--- src/core/gpcfg_pkg.sv ---
// Shared constants for the three-pin configuration block.
// Assumes a single 125 MHz clock and an 8-bit register access port.
package gpcfg_pkg;

    // Register offsets.
    localparam logic [7:0] PIN_ONE_CONFIG_OFS   = 8'h31;
    localparam logic [7:0] PIN_TWO_CONFIG_OFS   = 8'h32;
    localparam logic [7:0] PIN_THREE_CONFIG_OFS = 8'h33;

    // Values after reset, used until the default memory load arrives.
    localparam logic [7:0] PIN_ONE_CONFIG_RST   = 8'h2A;
    localparam logic [7:0] PIN_TWO_CONFIG_RST   = 8'h0A;
    localparam logic [7:0] PIN_THREE_CONFIG_RST = 8'h0A;

    // Field positions.
    localparam int FUNC_HI    = 7;
    localparam int FUNC_LO    = 5;
    localparam int FILTER_BIT = 4;
    localparam int PULL_BIT   = 3;
    localparam int PULLUP_BIT = 2;
    localparam int OD_BIT     = 1;
    localparam int DIR_BIT    = 0;

    // Function codes.
    localparam logic [2:0] FN_PLAIN   = 3'h0;
    localparam logic [2:0] FN_ALT_A   = 3'h1;
    localparam logic [2:0] FN_ALT_B   = 3'h2;
    localparam logic [2:0] FN_ALT_C   = 3'h3;
    localparam logic [2:0] FN_SLEEP_A = 3'h4;
    localparam logic [2:0] FN_SLEEP_B = 3'h5;
    localparam logic [2:0] FN_WAKE_A  = 3'h6;
    localparam logic [2:0] FN_WAKE_B  = 3'h7;

    // Deglitch time and its cycle count.
    localparam int CLK_MHZ          = 125;
    localparam int DEGLITCH_US      = 8;
    localparam int DEGLITCH_CYCLES  = DEGLITCH_US * CLK_MHZ;
    localparam int CNT_W            = 10;
    localparam logic [CNT_W-1:0] DEGLITCH_LAST =
        CNT_W'(DEGLITCH_CYCLES - 1);

endpackage

--- src/core/gpcfg_input_filter.sv ---
// Input conditioner for one pin: two-stage synchroniser and optional
// deglitch filter. Assumes the pin level is sampled on ref_clk.
module gpcfg_input_filter
    import gpcfg_pkg::*;
(
    input  wire logic ref_clk,    // Device clock.
    input  wire logic sys_rst,    // Asynchronous reset, active high.
    input  wire logic pin_in,     // Raw pin level.
    input  wire logic filter_on,  // Demand stability before a change.
    output logic      level       // Conditioned level.
);

    logic             sync_a;
    logic             sync_b;
    logic [CNT_W-1:0] count;
    logic [CNT_W-1:0] next_count;
    logic             next_level;

    // The count restarts whenever the synchronised level bounces.
    always_comb begin
        next_count = '0;
        next_level = level;
        if (!filter_on) begin
            next_level = sync_b;
        end else if (sync_b != level) begin
            if (count == DEGLITCH_LAST) begin
                next_level = sync_b;
            end else begin
                next_count = count + CNT_W'(1);
            end
        end
    end

    // Only the second stage reads the first, to limit metastability.
    always_ff @(posedge ref_clk or posedge sys_rst) begin
        if (sys_rst) begin
            sync_a <= 1'b0;
            sync_b <= 1'b0;
            count  <= '0;
            level  <= 1'b0;
        end else begin
            sync_a <= pin_in;
            sync_b <= sync_a;
            count  <= next_count;
            level  <= next_level;
        end
    end

endmodule

--- src/core/gpcfg_top.sv ---
// Configuration and routing logic for three multi-function pins.
// Assumes an 8-bit register port and a default-memory load strobe.
//
// Behaviour
// - Pin one function code routes its alternate use.
// - Pin one register at 0x31 resets 0x2A.
// - Pin two function code routes its alternate use.
// - Pin three codes two, three select data out.
// - Codes four to seven select sleep, wake.
// - Bit four adds an 8 us deglitch.
// - Bit three enables the pull resistor.
// - Bit two picks up or down, if enabled.
// - Bit one selects open-drain or push-pull.
// - Bit zero sets direction, input after reset.
// - Fields load from non-volatile defaults.
// - Pin two register at 0x32 resets 0x0A.
// - Pin three register at 0x33 resets 0x0A.
module gpcfg_top
    import gpcfg_pkg::*;
(
    input  wire logic       ref_clk,          // Device clock, 125 MHz.
    input  wire logic       sys_rst,          // Async reset, active high.
    input  wire logic [7:0] reg_addr,         // Register offset.
    input  wire logic       reg_wr,           // Write strobe.
    input  wire logic [7:0] reg_wdata,        // Write data.
    output logic      [7:0] reg_rdata,        // Read data, registered.
    input  wire logic       nvm_load,         // Load defaults strobe.
    input  wire logic [7:0] nvm_pin_one,      // Stored default, pin one.
    input  wire logic [7:0] nvm_pin_two,      // Stored default, pin two.
    input  wire logic [7:0] nvm_pin_three,    // Stored default, pin three.
    input  wire logic [2:0] pin_in,           // Pin levels, one to three.
    output logic      [2:0] pin_out,          // Pin drive levels.
    output logic      [2:0] pin_oe_n,         // Low while the pin drives.
    output logic      [2:0] pull_up_on,       // Pull-up resistor enables.
    output logic      [2:0] pull_down_on,     // Pull-down resistor enables.
    input  wire logic [2:0] gpio_out,         // Plain output levels.
    output logic      [2:0] gpio_in,          // Plain input levels.
    input  wire logic       driver_enable_out,     // Pin one function 1.
    input  wire logic       processor_reset_out,   // Pin one function 2.
    input  wire logic       power_good_out,        // Pin one function 3.
    input  wire logic       second_bus_clock_line, // Pin two function 1.
    input  wire logic       spi_select_out,        // Pin two function 2.
    input  wire logic       second_bus_data_line,  // Pin three function 1.
    input  wire logic       serial_port_data_out,  // Pin three, 2 and 3.
    output logic            watchdog_trigger_in,   // Pin two function 3.
    output logic            sleep_request_a,       // Codes 4, any pin.
    output logic            sleep_request_b,       // Codes 5, any pin.
    output logic            wake_input_a,          // Codes 6, any pin.
    output logic            wake_input_b           // Codes 7, any pin.
);

    logic [7:0] pin_one_config;
    logic [7:0] pin_two_config;
    logic [7:0] pin_three_config;
    logic [7:0] next_pin_one_config;
    logic [7:0] next_pin_two_config;
    logic [7:0] next_pin_three_config;
    logic [7:0] next_reg_rdata;
    logic [2:0] level;
    logic [2:0] filter_on;
    logic [2:0] alt_drive;
    logic [2:0] next_pin_out;
    logic [2:0] next_pin_oe_n;
    logic [2:0] next_pull_up_on;
    logic [2:0] next_pull_down_on;
    logic [2:0] next_gpio_in;
    logic       next_watchdog;
    logic [3:0] next_sleep_wake;

    // Function field of a configuration byte.
    function automatic logic [2:0] func_of(input logic [7:0] cfg);
        func_of = cfg[FUNC_HI:FUNC_LO];
    endfunction

    // Does any pin carrying this function code read high?
    function automatic logic any_with(input logic [2:0] code,
                                      input logic [2:0] fa,
                                      input logic [2:0] fb,
                                      input logic [2:0] fc,
                                      input logic [2:0] lv);
        any_with = ((fa == code) & lv[0]) | ((fb == code) & lv[1])
                 | ((fc == code) & lv[2]);
    endfunction

    // Writes win over nothing else; a default load overwrites all fields.
    always_comb begin
        next_pin_one_config   = pin_one_config;
        next_pin_two_config   = pin_two_config;
        next_pin_three_config = pin_three_config;
        if (nvm_load) begin
            next_pin_one_config   = nvm_pin_one;
            next_pin_two_config   = nvm_pin_two;
            next_pin_three_config = nvm_pin_three;
        end else if (reg_wr) begin
            case (reg_addr)
                PIN_ONE_CONFIG_OFS:   next_pin_one_config   = reg_wdata;
                PIN_TWO_CONFIG_OFS:   next_pin_two_config   = reg_wdata;
                PIN_THREE_CONFIG_OFS: next_pin_three_config = reg_wdata;
                default: ;
            endcase
        end
        // Unmapped offsets read zero.
        case (reg_addr)
            PIN_ONE_CONFIG_OFS:   next_reg_rdata = pin_one_config;
            PIN_TWO_CONFIG_OFS:   next_reg_rdata = pin_two_config;
            PIN_THREE_CONFIG_OFS: next_reg_rdata = pin_three_config;
            default:              next_reg_rdata = 8'h00;
        endcase
    end

    // Configuration and read data registers.
    always_ff @(posedge ref_clk or posedge sys_rst) begin
        if (sys_rst) begin
            pin_one_config   <= PIN_ONE_CONFIG_RST;
            pin_two_config   <= PIN_TWO_CONFIG_RST;
            pin_three_config <= PIN_THREE_CONFIG_RST;
            reg_rdata        <= 8'h00;
        end else begin
            pin_one_config   <= next_pin_one_config;
            pin_two_config   <= next_pin_two_config;
            pin_three_config <= next_pin_three_config;
            reg_rdata        <= next_reg_rdata;
        end
    end

    assign filter_on = {pin_three_config[FILTER_BIT],
                        pin_two_config[FILTER_BIT],
                        pin_one_config[FILTER_BIT]};

    // One conditioner per pin; the filter only matters for inputs.
    for (genvar i = 0; i < 3; i++) begin : g_in
        gpcfg_input_filter u_filter (
            .ref_clk   (ref_clk),
            .sys_rst   (sys_rst),
            .pin_in    (pin_in[i]),
            .filter_on (filter_on[i]),
            .level     (level[i])
        );
    end

    // Alternate output sources per pin and code; unused codes give 0.
    always_comb begin
        case (func_of(pin_one_config))
            FN_PLAIN: alt_drive[0] = gpio_out[0];
            FN_ALT_A: alt_drive[0] = driver_enable_out;
            FN_ALT_B: alt_drive[0] = processor_reset_out;
            FN_ALT_C: alt_drive[0] = power_good_out;
            default:  alt_drive[0] = 1'b0;
        endcase
        case (func_of(pin_two_config))
            FN_PLAIN: alt_drive[1] = gpio_out[1];
            FN_ALT_A: alt_drive[1] = second_bus_clock_line;
            FN_ALT_B: alt_drive[1] = spi_select_out;
            default:  alt_drive[1] = 1'b0;
        endcase
        case (func_of(pin_three_config))
            FN_PLAIN: alt_drive[2] = gpio_out[2];
            FN_ALT_A: alt_drive[2] = second_bus_data_line;
            FN_ALT_B,
            FN_ALT_C: alt_drive[2] = serial_port_data_out;
            default:  alt_drive[2] = 1'b0;
        endcase
    end

    // Pad controls; open-drain drives only the low level.
    always_comb begin
        logic [7:0] cfg;
        cfg = 8'h00;
        for (int i = 0; i < 3; i++) begin
            case (i)
                0:       cfg = pin_one_config;
                1:       cfg = pin_two_config;
                default: cfg = pin_three_config;
            endcase
            next_pin_out[i] = alt_drive[i];
            if (!cfg[DIR_BIT]) begin
                next_pin_oe_n[i] = 1'b1;
            end else if (cfg[OD_BIT]) begin
                next_pin_out[i]  = 1'b0;
                next_pin_oe_n[i] = alt_drive[i];
            end else begin
                next_pin_oe_n[i] = 1'b0;
            end
            next_pull_up_on[i]   = cfg[PULL_BIT] & cfg[PULLUP_BIT];
            next_pull_down_on[i] = cfg[PULL_BIT] & ~cfg[PULLUP_BIT];
        end
        next_gpio_in = level;
        next_watchdog = (func_of(pin_two_config) == FN_ALT_C) & level[1];
        // Sleep and wake inputs are ORed over all pins carrying them.
        next_sleep_wake[0] = any_with(FN_SLEEP_A, func_of(pin_one_config),
            func_of(pin_two_config), func_of(pin_three_config), level);
        next_sleep_wake[1] = any_with(FN_SLEEP_B, func_of(pin_one_config),
            func_of(pin_two_config), func_of(pin_three_config), level);
        next_sleep_wake[2] = any_with(FN_WAKE_A, func_of(pin_one_config),
            func_of(pin_two_config), func_of(pin_three_config), level);
        next_sleep_wake[3] = any_with(FN_WAKE_B, func_of(pin_one_config),
            func_of(pin_two_config), func_of(pin_three_config), level);
    end

    // Every pad and function output comes from a flip-flop.
    always_ff @(posedge ref_clk or posedge sys_rst) begin
        if (sys_rst) begin
            pin_out             <= 3'h0;
            pin_oe_n            <= 3'h7;
            pull_up_on          <= 3'h0;
            pull_down_on        <= 3'h0;
            gpio_in             <= 3'h0;
            watchdog_trigger_in <= 1'b0;
            sleep_request_a     <= 1'b0;
            sleep_request_b     <= 1'b0;
            wake_input_a        <= 1'b0;
            wake_input_b        <= 1'b0;
        end else begin
            pin_out             <= next_pin_out;
            pin_oe_n            <= next_pin_oe_n;
            pull_up_on          <= next_pull_up_on;
            pull_down_on        <= next_pull_down_on;
            gpio_in             <= next_gpio_in;
            watchdog_trigger_in <= next_watchdog;
            sleep_request_a     <= next_sleep_wake[0];
            sleep_request_b     <= next_sleep_wake[1];
            wake_input_a        <= next_sleep_wake[2];
            wake_input_b        <= next_sleep_wake[3];
        end
    end

endmodule

--- config.mk ---
export PLATFORM = sky130hd
export DESIGN_NAME = gpcfg_top
export DESIGN_NICKNAME = d
export VERILOG_FILES = /design/src/core/gpcfg_pkg.sv /design/src/core/gpcfg_input_filter.sv /design/src/core/gpcfg_top.sv
export SDC_FILE = /design/constraint.sdc
export NUM_CORES = 1
export LEC_CHECK = 0
export ABC_CLOCK_PERIOD_IN_PS = 4500
export BUFFER_PORTS_ARGS = -buffer_cell sky130_fd_sc_hd__buf_2
export CAP_MARGIN = 40
export CORE_UTILIZATION = 41
export DETAILED_ROUTE_END_ITERATION = 10
export HOLD_SLACK_MARGIN = 0.12
export RECOVER_POWER = 50
export SLEW_MARGIN = 10
export SYNTH_ARGS = -nofsm -noshare
export SYNTH_HDL_FRONTEND = slang
export SYNTH_SLANG_ARGS = --single-unit
--- constraint.sdc ---
create_clock -name ref_clk -period 4.5 [get_ports ref_clk]
set_clock_uncertainty 0.05 [all_clocks]
set_input_delay 0.225 -clock ref_clk [delete_from_list [all_inputs] [get_ports ref_clk]]
set_output_delay 0.225 -clock ref_clk [all_outputs]
set_load 0.1 [all_outputs]
Yosys cells after proc, flatten, opt, wreduce, memory -nomap -nowiden
Index checks and enable logic that the tools add are counted.
{"block": "totals", "wordCells": 152, "out_inout_bits": 28, "regBits": 91}
{"block": "classes", "n_eq_ne": 36, "reduce_logical": 14, "muxes": 43, "add_sub_neg": 3, "bitwise": 30}
{"cell": "10-bit two-way mux", "count": 9}
{"cell": "8-bit two-way mux", "count": 9}
{"cell": "3-bit equality test, second input constant", "count": 12}
{"cell": "10-bit by 1-bit adder with 10-bit output, second input constant", "count": 3}
{"cell": "10-bit equality test, second input constant", "count": 3}
{"cell": "8-bit by 6-bit equality test with 1-bit output, second input constant", "count": 3}
{"cell": "8-bit one-hot mux with 3 select lines", "count": 1}
{"cell": "1-bit two-way mux", "count": 21}
{"cell": "1-bit bitwise AND", "count": 19}
{"cell": "3-bit by 2-bit equality test with 1-bit output, second input constant", "count": 6}
{"cell": "2-bit by 1-bit inequality test with 1-bit output, second input constant", "count": 6}
{"cell": "2-bit AND reduction", "count": 6}
{"cell": "3-bit by 1-bit equality test with 1-bit output, second input constant", "count": 3}
{"cell": "3-bit zero test", "count": 3}
{"cell": "1-bit bitwise OR", "count": 8}
{"cell": "2-bit nonzero test", "count": 4}
{"cell": "1-bit one-hot mux with 3 select lines", "count": 2}
{"cell": "1-bit one-hot mux with 4 select lines", "count": 1}
{"cell": "1-bit inequality test", "count": 3}
{"cell": "1-bit inverter", "count": 3}
{"cell": "2-bit OR reduction", "count": 1}

Depth between registers and ports, before layout
Gate-level depths: netlist of the first run.
{"block": "logic_depth", "word_depth": 5, "ltp_mapped": 5}

Modules after synthesis
Synthesis of the first run repeated with hierarchy kept, for this count alone.
{"block": "hier_totals", "hier_cells": 411, "hier_area_um2": 4644.5}
{"mod": "gpcfg_top", "area_per_inst_um2": 2793.9, "cells_each": 249, "instances": 1, "seq_area_each_um2": 1313.8}
{"mod": "gpcfg_input_filter", "area_per_inst_um2": 616.8, "cells_each": 54, "instances": 3, "seq_area_each_um2": 325.3}

Worst setup path after synthesis of the first run
OpenSTA, ideal clock, no wires.
{"block": "synth_path", "path_type": "input port to flip-flop", "startpoint": "in reg_addr[7]", "endpoint": "reg pin_three_config[0]", "setup_slack_ns": 2.772, "required_ns": 4.324, "path_buffers": 1, "arrival_ns": 1.552, "path_stages": 4, "setup_ns": 0.126, "path_cell_list": "or4_4 buf_6 o31a_1 a221o_1"}
{"block": "synth_via", "elab_chain_cells": 3}
{"item": "start: declaration", "line": "gpcfg_top.sv:23", "source": "input wire logic [7:0] reg_addr,"}
{"item": "8-bit by 6-bit equality test with 1-bit output", "line": "gpcfg_top.sv:95", "source": "case (reg_addr)"}
{"item": "2-bit nonzero test (no source line)"}
{"item": "2-bit AND reduction (no source line)"}
{"item": "end signal: assignment", "line": "gpcfg_top.sv:121", "source": "pin_three_config <= next_pin_three_config;"}
{"item": "end: declaration", "line": "gpcfg_top.sv:54", "source": "logic [7:0] pin_three_config;"}
No other way between the ends.
A chain may end at the register's enable or synchronous reset.

Final worst setup path of the first run
{"block": "layout_path", "startpoint": "in reg_addr[7]", "endpoint": "reg pin_two_config[5]"}
{"block": "layout_via", "elab_chain_cells": 3}
{"item": "8-bit by 6-bit equality test with 1-bit output", "line": "gpcfg_top.sv:95"}
{"item": "2-bit nonzero test (no source line)"}
{"item": "2-bit AND reduction (no source line)"}
{"item": "end signal: assignment", "line": "gpcfg_top.sv:120", "source": "pin_two_config <= next_pin_two_config;"}
{"item": "end: declaration", "line": "gpcfg_top.sv:53", "source": "logic [7:0] pin_two_config;"}
No other way between the ends.

==> results of run 1 <==
## cell type report
cell class                      count  area (um2)
Sequential cell                    91        2290
Clock inverter                      4       47.55
Fill cell                         889        4700
Tap cell                          133       166.4
Inverter                           14       53.80
Timing Repair Buffer              107       628.1
Multi-Input combinational cell    250        1724
Clock buffer                       12       165.2
## registers in the layout, indices dropped and copies added (netlist names), 8 cells and up
name	cells
reg_rdata	8
pin_three_config	8
g_in.u_filter.count	30
pin_one_config	8
pin_two_config	8
## final timing paths
check / startpoint / to / slack, ns / cells after the start
worst max-delay path: reg_addr[7] / pin_two_config[5] / 2.49 / 4
worst min-delay path: nvm_pin_one[0] / pin_one_config[0] / 0.15 / 4
worst max register to register: g_in[0].u_filter.count[0] / g_in[0].u_filter.count[6] / 2.76 / 4
worst min register to register: g_in[2].u_filter.sync_a / g_in[2].u_filter.sync_b / 0.29 / 0
max in group asynchronous: sys_rst / pin_oe_n[1] / 2.87 / 5
min in group asynchronous: sys_rst / g_in[2].u_filter.count[1] / 0.37 / 3
## per-stage QoR
| stage | total power [mW] | setup WS [ns] | std cells | instance area (um2) |
|---|---|---|---|---|
| 2_1_floorplan | 1.174 | 1.878 | 370 | 4138 |
| 3_3_place_gp | 1.259 | 2.506 | 573 | 4666 |
| 3_5_place_dp | 1.265 | 2.485 | 574 | 4686 |
| 4_1_cts | 1.860 | 2.743 | 611 | 5109 |
| 5_1_grt | 1.917 | 2.423 | 611 | 5075 |
| 6_report | 1.835 | 2.493 | 611 | 5075 |
## cell families after synthesis
logic type      count (synthesis)  share of synthesized area
mux                            14                    0.04052
compound gates                 90                     0.1672
flops                          91                     0.5534
simple gates                  131                     0.1754
fa+ha+maj                       3                   0.009073
xor+xnor                       12                    0.02540
buf+inv                        29                    0.02903
## layer usage
metal / vias to the layer above / GRT usage / wire length, um
met5: - / 0 / 0
met4: 0 / 0.1066 / 279
met2: 84 / 0.3215 / 4746
met1: 1617 / 0.2624 / 4341
li1: 1600 / - / -
met3: 19 / 0.02873 / 377
## worst max-delay path, delay by kind of cell
kind,cells,cell delay [ns]
and+or+nand+nor,1,0.95
buffers and inverters,1,0.09
AOI/OAI and AO/OA,2,0.93
## synthesized netlist by cell type, types with 2 or more instances
library cell / n / area share
dfrtp_1: 81 / 0.49
nand2_1: 24 / 0.022
nor2_1: 23 / 0.021
a21oi_1: 17 / 0.021
o21ai_0: 17 / 0.021
a221o_1: 16 / 0.039
nor3_1: 16 / 0.019
inv_1: 13 / 0.012
mux2_2: 12 / 0.033
nand3_1: 12 / 0.015
o31ai_1: 12 / 0.022
nand4_1: 11 / 0.017
clkbuf_1: 10 / 0.0091
dfstp_2: 10 / 0.064
nand3b_1: 10 / 0.018
or3_1: 9 / 0.014
xor2_1: 9 / 0.019
a22oi_1: 8 / 0.015
o41a_1: 8 / 0.022
nand4b_1: 6 / 0.013
or4_1: 6 / 0.011
nor2b_1: 4 / 0.0060
and2_1: 3 / 0.0045
buf_2: 3 / 0.0036
ha_1: 3 / 0.0091
nand2b_1: 3 / 0.0045
o311ai_2: 3 / 0.012
xnor2_1: 3 / 0.0064
o31a_1: 2 / 0.0042
## repair_timing
| item | in CTS | in global routing |
|---|---|---|
| endpoints found under the hold margin | 68 | 0 |
| hold buffers | 21 | 0 |
| endpoints found under the setup margin | 0 | 0 |
## power breakdown
part / switching, mW / internal [mW]
Sequential: 0.0494 / 0.871
Combinational: 0.239 / 0.0968
Clock: 0.279 / 0.300
==> flow_summary.json, run 1 <==
{
  "hold_path_class": "input port to flop",
  "grt_setup_unrepaired": "no",
  "path_cells": "buf_2, or4_1, o31a_1, a221o_1",
  "synth.avg_cell_area_um2": 11.18,
  "cp.required_ns": 4.70,
  "start_util": 0.4233,
  "clkTransAtPathRegs_ns": 0.08,
  "layout_common_cells": "dfrtp_1 (81), buf_2 (60), nand2_1 (24), clkbuf_1 (24), nor2_1 (23)",
  "drive_gt1_frac": 0.2134,
  "htreeDepth": 3,
  "synth-seq-cells": 91,
  "worstMarginPinSlew_ns": 1.177,
  "fin_tns_setup_ns": 0,
  "cts_resized": 0,
  "ir_drop_mv": 0.1398,
  "dr.pass1.iters": 5,
  "vias_per_cell": 5.434,
  "critical_path_arrival_ns": 2.21,
  "grt_overflow_total": 0,
  "max_cap_viol_count": 0,
  "synthArstFlopShare": 1.000,
  "cellLeakagePower_nw": 2.076,
  "finish.utilization": 0.5192,
  "yosysUniqueCellTypes": 45,
  "power_density_nw_per_um2": 361.6,
  "slowest_stage": "or4_1",
  "fp-row-count": 36,
  "track_usage": 0.2002,
  "grt_max_degree": 43,
  "mostFrequentLayoutCell": "dfrtp_1",
  "antenna_found_initial": 0,
  "cts_sinks": 91,
  "place_congestion": 0.8204,
  "maxSlewViolCount": 0,
  "die_height_um": 102.5,
  "status": "complete, no violations",
  "crit_type": "input port to flop",
  "nets": 533,
  "grt_pass1_vias": 3194,
  "drtIter0Drc": 164,
  "antenna_left": 0,
  "syn_to_final_growth_pct": 22.65,
  "start_kind": "input port",
  "synthFlopType": "dfrtp_1",
  "fmax_ghz": 0.4983,
  "grt_pass1_wl_um": 15640,
  "synth-warning-count": 0,
  "cts-root-buf": "clkbuf_8",
  "die_width_um": 102.5,
  "cts_buffers": 9,
  "vias": 3320,
  "cp-end-kind": "flop",
  "boundaryPins": 85,
  "ys_seq_area_frac": 0.5534,
  "cts_tree": "built",
  "path_max_fanout": 28,
  "clk_latency_ns": 0.37,
  "dieArea_um2": 10500,
  "finalCritPeriodShare": 0.4460,
  "n_antenna_cell": 0,
  "min_period_ns": 2.007,
  "synth-edff-count": 0,
  "core_um2": 9774,
  "slew_headroom": 0.2185,
  "wl_per_cell_um": 15.95,
  "cts_setup_buffers": 0,
  "portBuffers": 84,
  "max_stage_delay_ns": 0.95,
  "finalSetupViolations": 0,
  "finalHoldViolations": 0,
  "whs_ns": 0.1478,
  "hpwl_um": 6945,
  "wl_um": 9744,
  "drc_errors": 0,
  "synth_area_um2": 4138,
  "synth_nets": 430,
  "clk_path_buf_depth": 2,
  "syn_inst": 370
}
No activity file was read; power rests on OpenSTA's default activity.
==> run 2, diff against run 1 <==
--- a/config.mk
+++ b/config.mk
@@ -5,7 +5,7 @@
 export SDC_FILE = /design/constraint.sdc
 export NUM_CORES = 1
 export LEC_CHECK = 0
-export ABC_CLOCK_PERIOD_IN_PS = 4500
+export ABC_CLOCK_PERIOD_IN_PS = 1900
 export BUFFER_PORTS_ARGS = -buffer_cell sky130_fd_sc_hd__buf_2
 export CAP_MARGIN = 40
 export CORE_UTILIZATION = 41
==> constraint.sdc (replaced) <==
create_clock -name ref_clk -period 1.9 [get_ports ref_clk]
set_clock_uncertainty 0.05 [all_clocks]
set_input_delay 0.095 -clock ref_clk [delete_from_list [all_inputs] [get_ports ref_clk]]
set_output_delay 0.095 -clock ref_clk [all_outputs]
set_load 0.1 [all_outputs]
==> run 2 against run 1 <==
  * Routed wire length grew 5.9%
  * First-iteration DRC count shrank 1.2%
  * Critical path depth unchanged
  * Register-to-register slack worse by 2.6 ns
  * Utilization is 1.9 points higher
  * Non-clock buffer count grew 20
  * Worst hold slack gained 0.0058 ns
  * Critical endpoint is now pin_out[1]
  * Largest cell class unchanged
==> flow_summary.json, run 2 (synthesized netlist as in run 1, its figures left out) <==
{
  "worst_slack_ns": 0.1774,
  "wl_per_cell_um": 16.35,
  "portBuffers": 84,
  "seqPwrFrac": 0.504,
  "vias": 3451,
  "dr.pass1.iters": 4,
  "n_antenna_cell": 0,
  "dp_cells": 580,
  "drive_gt1_frac": 0.2651,
  "drc_errors": 0,
  "syn_to_final_growth_pct": 27.25,
  "start_kind": "flop",
  "antenna_left": 0,
  "worst-path-buf-inv": 1,
  "hpwl_um": 6912,
  "finalSetupViolations": 0,
  "pre_cts_ws_ns": 0.1174,
  "crit_type": "flop to flop",
  "path_max_fanout": 8,
  "grt_overflow_total": 0,
  "clk_path_buf_depth": 2,
  "slowest_stage": "dlygate4sd3_1",
  "switching_share": 0.3117,
  "path_cells": "mux2i_1, o21a_1, dlygate4sd3_1, a211oi_1",
  "grt_setup_unrepaired": "no",
  "cts_sinks": 91,
  "mostFrequentLayoutCell": "buf_2",
  "fin_tns_setup_ns": 0,
  "layout_common_cells": "buf_2 (83), dfrtp_1 (81), dlygate4sd3_1 (35)",
  "cts_resized": 0,
  "finalCritPeriodShare": 0.9066,
  "whs_ns": 0.1536,
  "min_period_ns": 1.723,
  "place_congestion": 0.9124,
  "ir_drop_mv": 0.3511,
  "die_width_um": 102.5,
  "max_stage_delay_ns": 0.55,
  "fmax_ghz": 0.5805,
  "nets": 553,
  "finalHoldViolations": 0,
  "cp-end-kind": "flop",
  "crit_family": "buffers and inverters",
  "design_area_um2": 5265,
  "drtIter0Drc": 162,
  "largest_register_ffs": 30,
  "fp-row-count": 36,
  "htreeDepth": 3,
  "cts_buffers": 9,
  "internal_power_mw": 2.976,
  "critical_path_arrival_ns": 1.94,
  "hold_path_class": "input port to flop",
  "power_mw": 4.324,
  "die_height_um": 102.5,
  "dieArea_um2": 10500,
  "r2r_cells": 4,
  "grt_pass1_vias": 3270,
  "fin_cells": 631,
  "cts_tree": "built",
  "cellLeakagePower_nw": 2.231,
  "clk_latency_ns": 0.35,
  "cp.required_ns": 2.11,
  "pwr-share-comb": 0.195,
  "wl_um": 10320,
  "grt_max_degree": 92,
  "place_area_um2": 4733,
  "p_switching_mw": 1.348,
  "boundaryPins": 85,
  "max_cap_viol_count": 0,
  "track_usage": 0.2056,
  "status": "complete, no violations",
  "whs_path_depth": 4,
  "worstMarginPinSlew_ns": 1.223,
  "clkTransAtPathRegs_ns": 0.09,
  "core_um2": 9774,
  "vias_per_cell": 5.469,
  "fillers": 882,
  "antenna_found_initial": 0,
  "crit_cells": 4,
  "cts-root-buf": "clkbuf_8",
  "power_density_nw_per_um2": 821.3,
  "slew_headroom": 0.1847,
  "grt_pass1_wl_um": 16250,
  "top_register": "g_in.u_filter.count",
  "maxSlewViolCount": 0,
  "clockPowerShare": 0.301,
  "finish.utilization": 0.5387,
  "start_util": 0.4233
}
-- run 2: what timing repair did --
item | 4_1_cts | 5_1_grt
hold endpoints to repair | 116 | 0
buffers inserted | 0 | 0
hold buffers | 35 | 0
-- run 2: power by group through the flow --
stage               combinational (mW)  sequential (mW)  clock [mW]
detailed placement               0.789             2.22           0
global placement                 0.783             2.22           0
global route                     0.904             2.20        1.42
finish                           0.843             2.18        1.30
CTS                              0.851             2.18        1.35
floorplan                        0.280             2.50           0
-- run 2: layout make-up --
cell class	count	area [um2]	area share
sequential	91	2290	0.4349
timing repair buffer	127	829.5	0.1576
tap	133	166.4	0.03161
clock inverter	4	50.05	0.009506
inverter	14	56.30	0.01069
clock buffer	12	145.1	0.02757
multi-input combinational	250	1728	0.3282
-- run 2: path summary, 6_finish.rpt --
path / to / start / slack, ns
hold reg to reg: g_in[0].u_filter.sync_b / g_in[0].u_filter.sync_a / 0.30
setup / recovery: pin_out[1] / pin_two_config[5] / 0.18
min in group asynchronous: g_in[2].u_filter.count[6] / sys_rst / 0.66
setup reg to reg: pin_out[1] / pin_two_config[5] / 0.18
hold / removal: pin_out[2] / second_bus_data_line / 0.15
max in group asynchronous: pin_out[2] / sys_rst / 0.34
-- run 2: worst register-to-register path, stage by stage, from the launching register on --
cell	delay, ns
dfrtp_1	0.49
mux2i_1	0.16
o21a_1	0.18
dlygate4sd3_1	0.55
a211oi_1	0.22
-- run 2: routing by layer --
layer  up-vias  wire length [um]  global-route usage
li1       1639                 -                   -
met1      1687              4422              0.2661
met2       108              5264              0.3405
met3        17               422             0.03694
met4         0               208             0.08352
met5         -                 0                   0
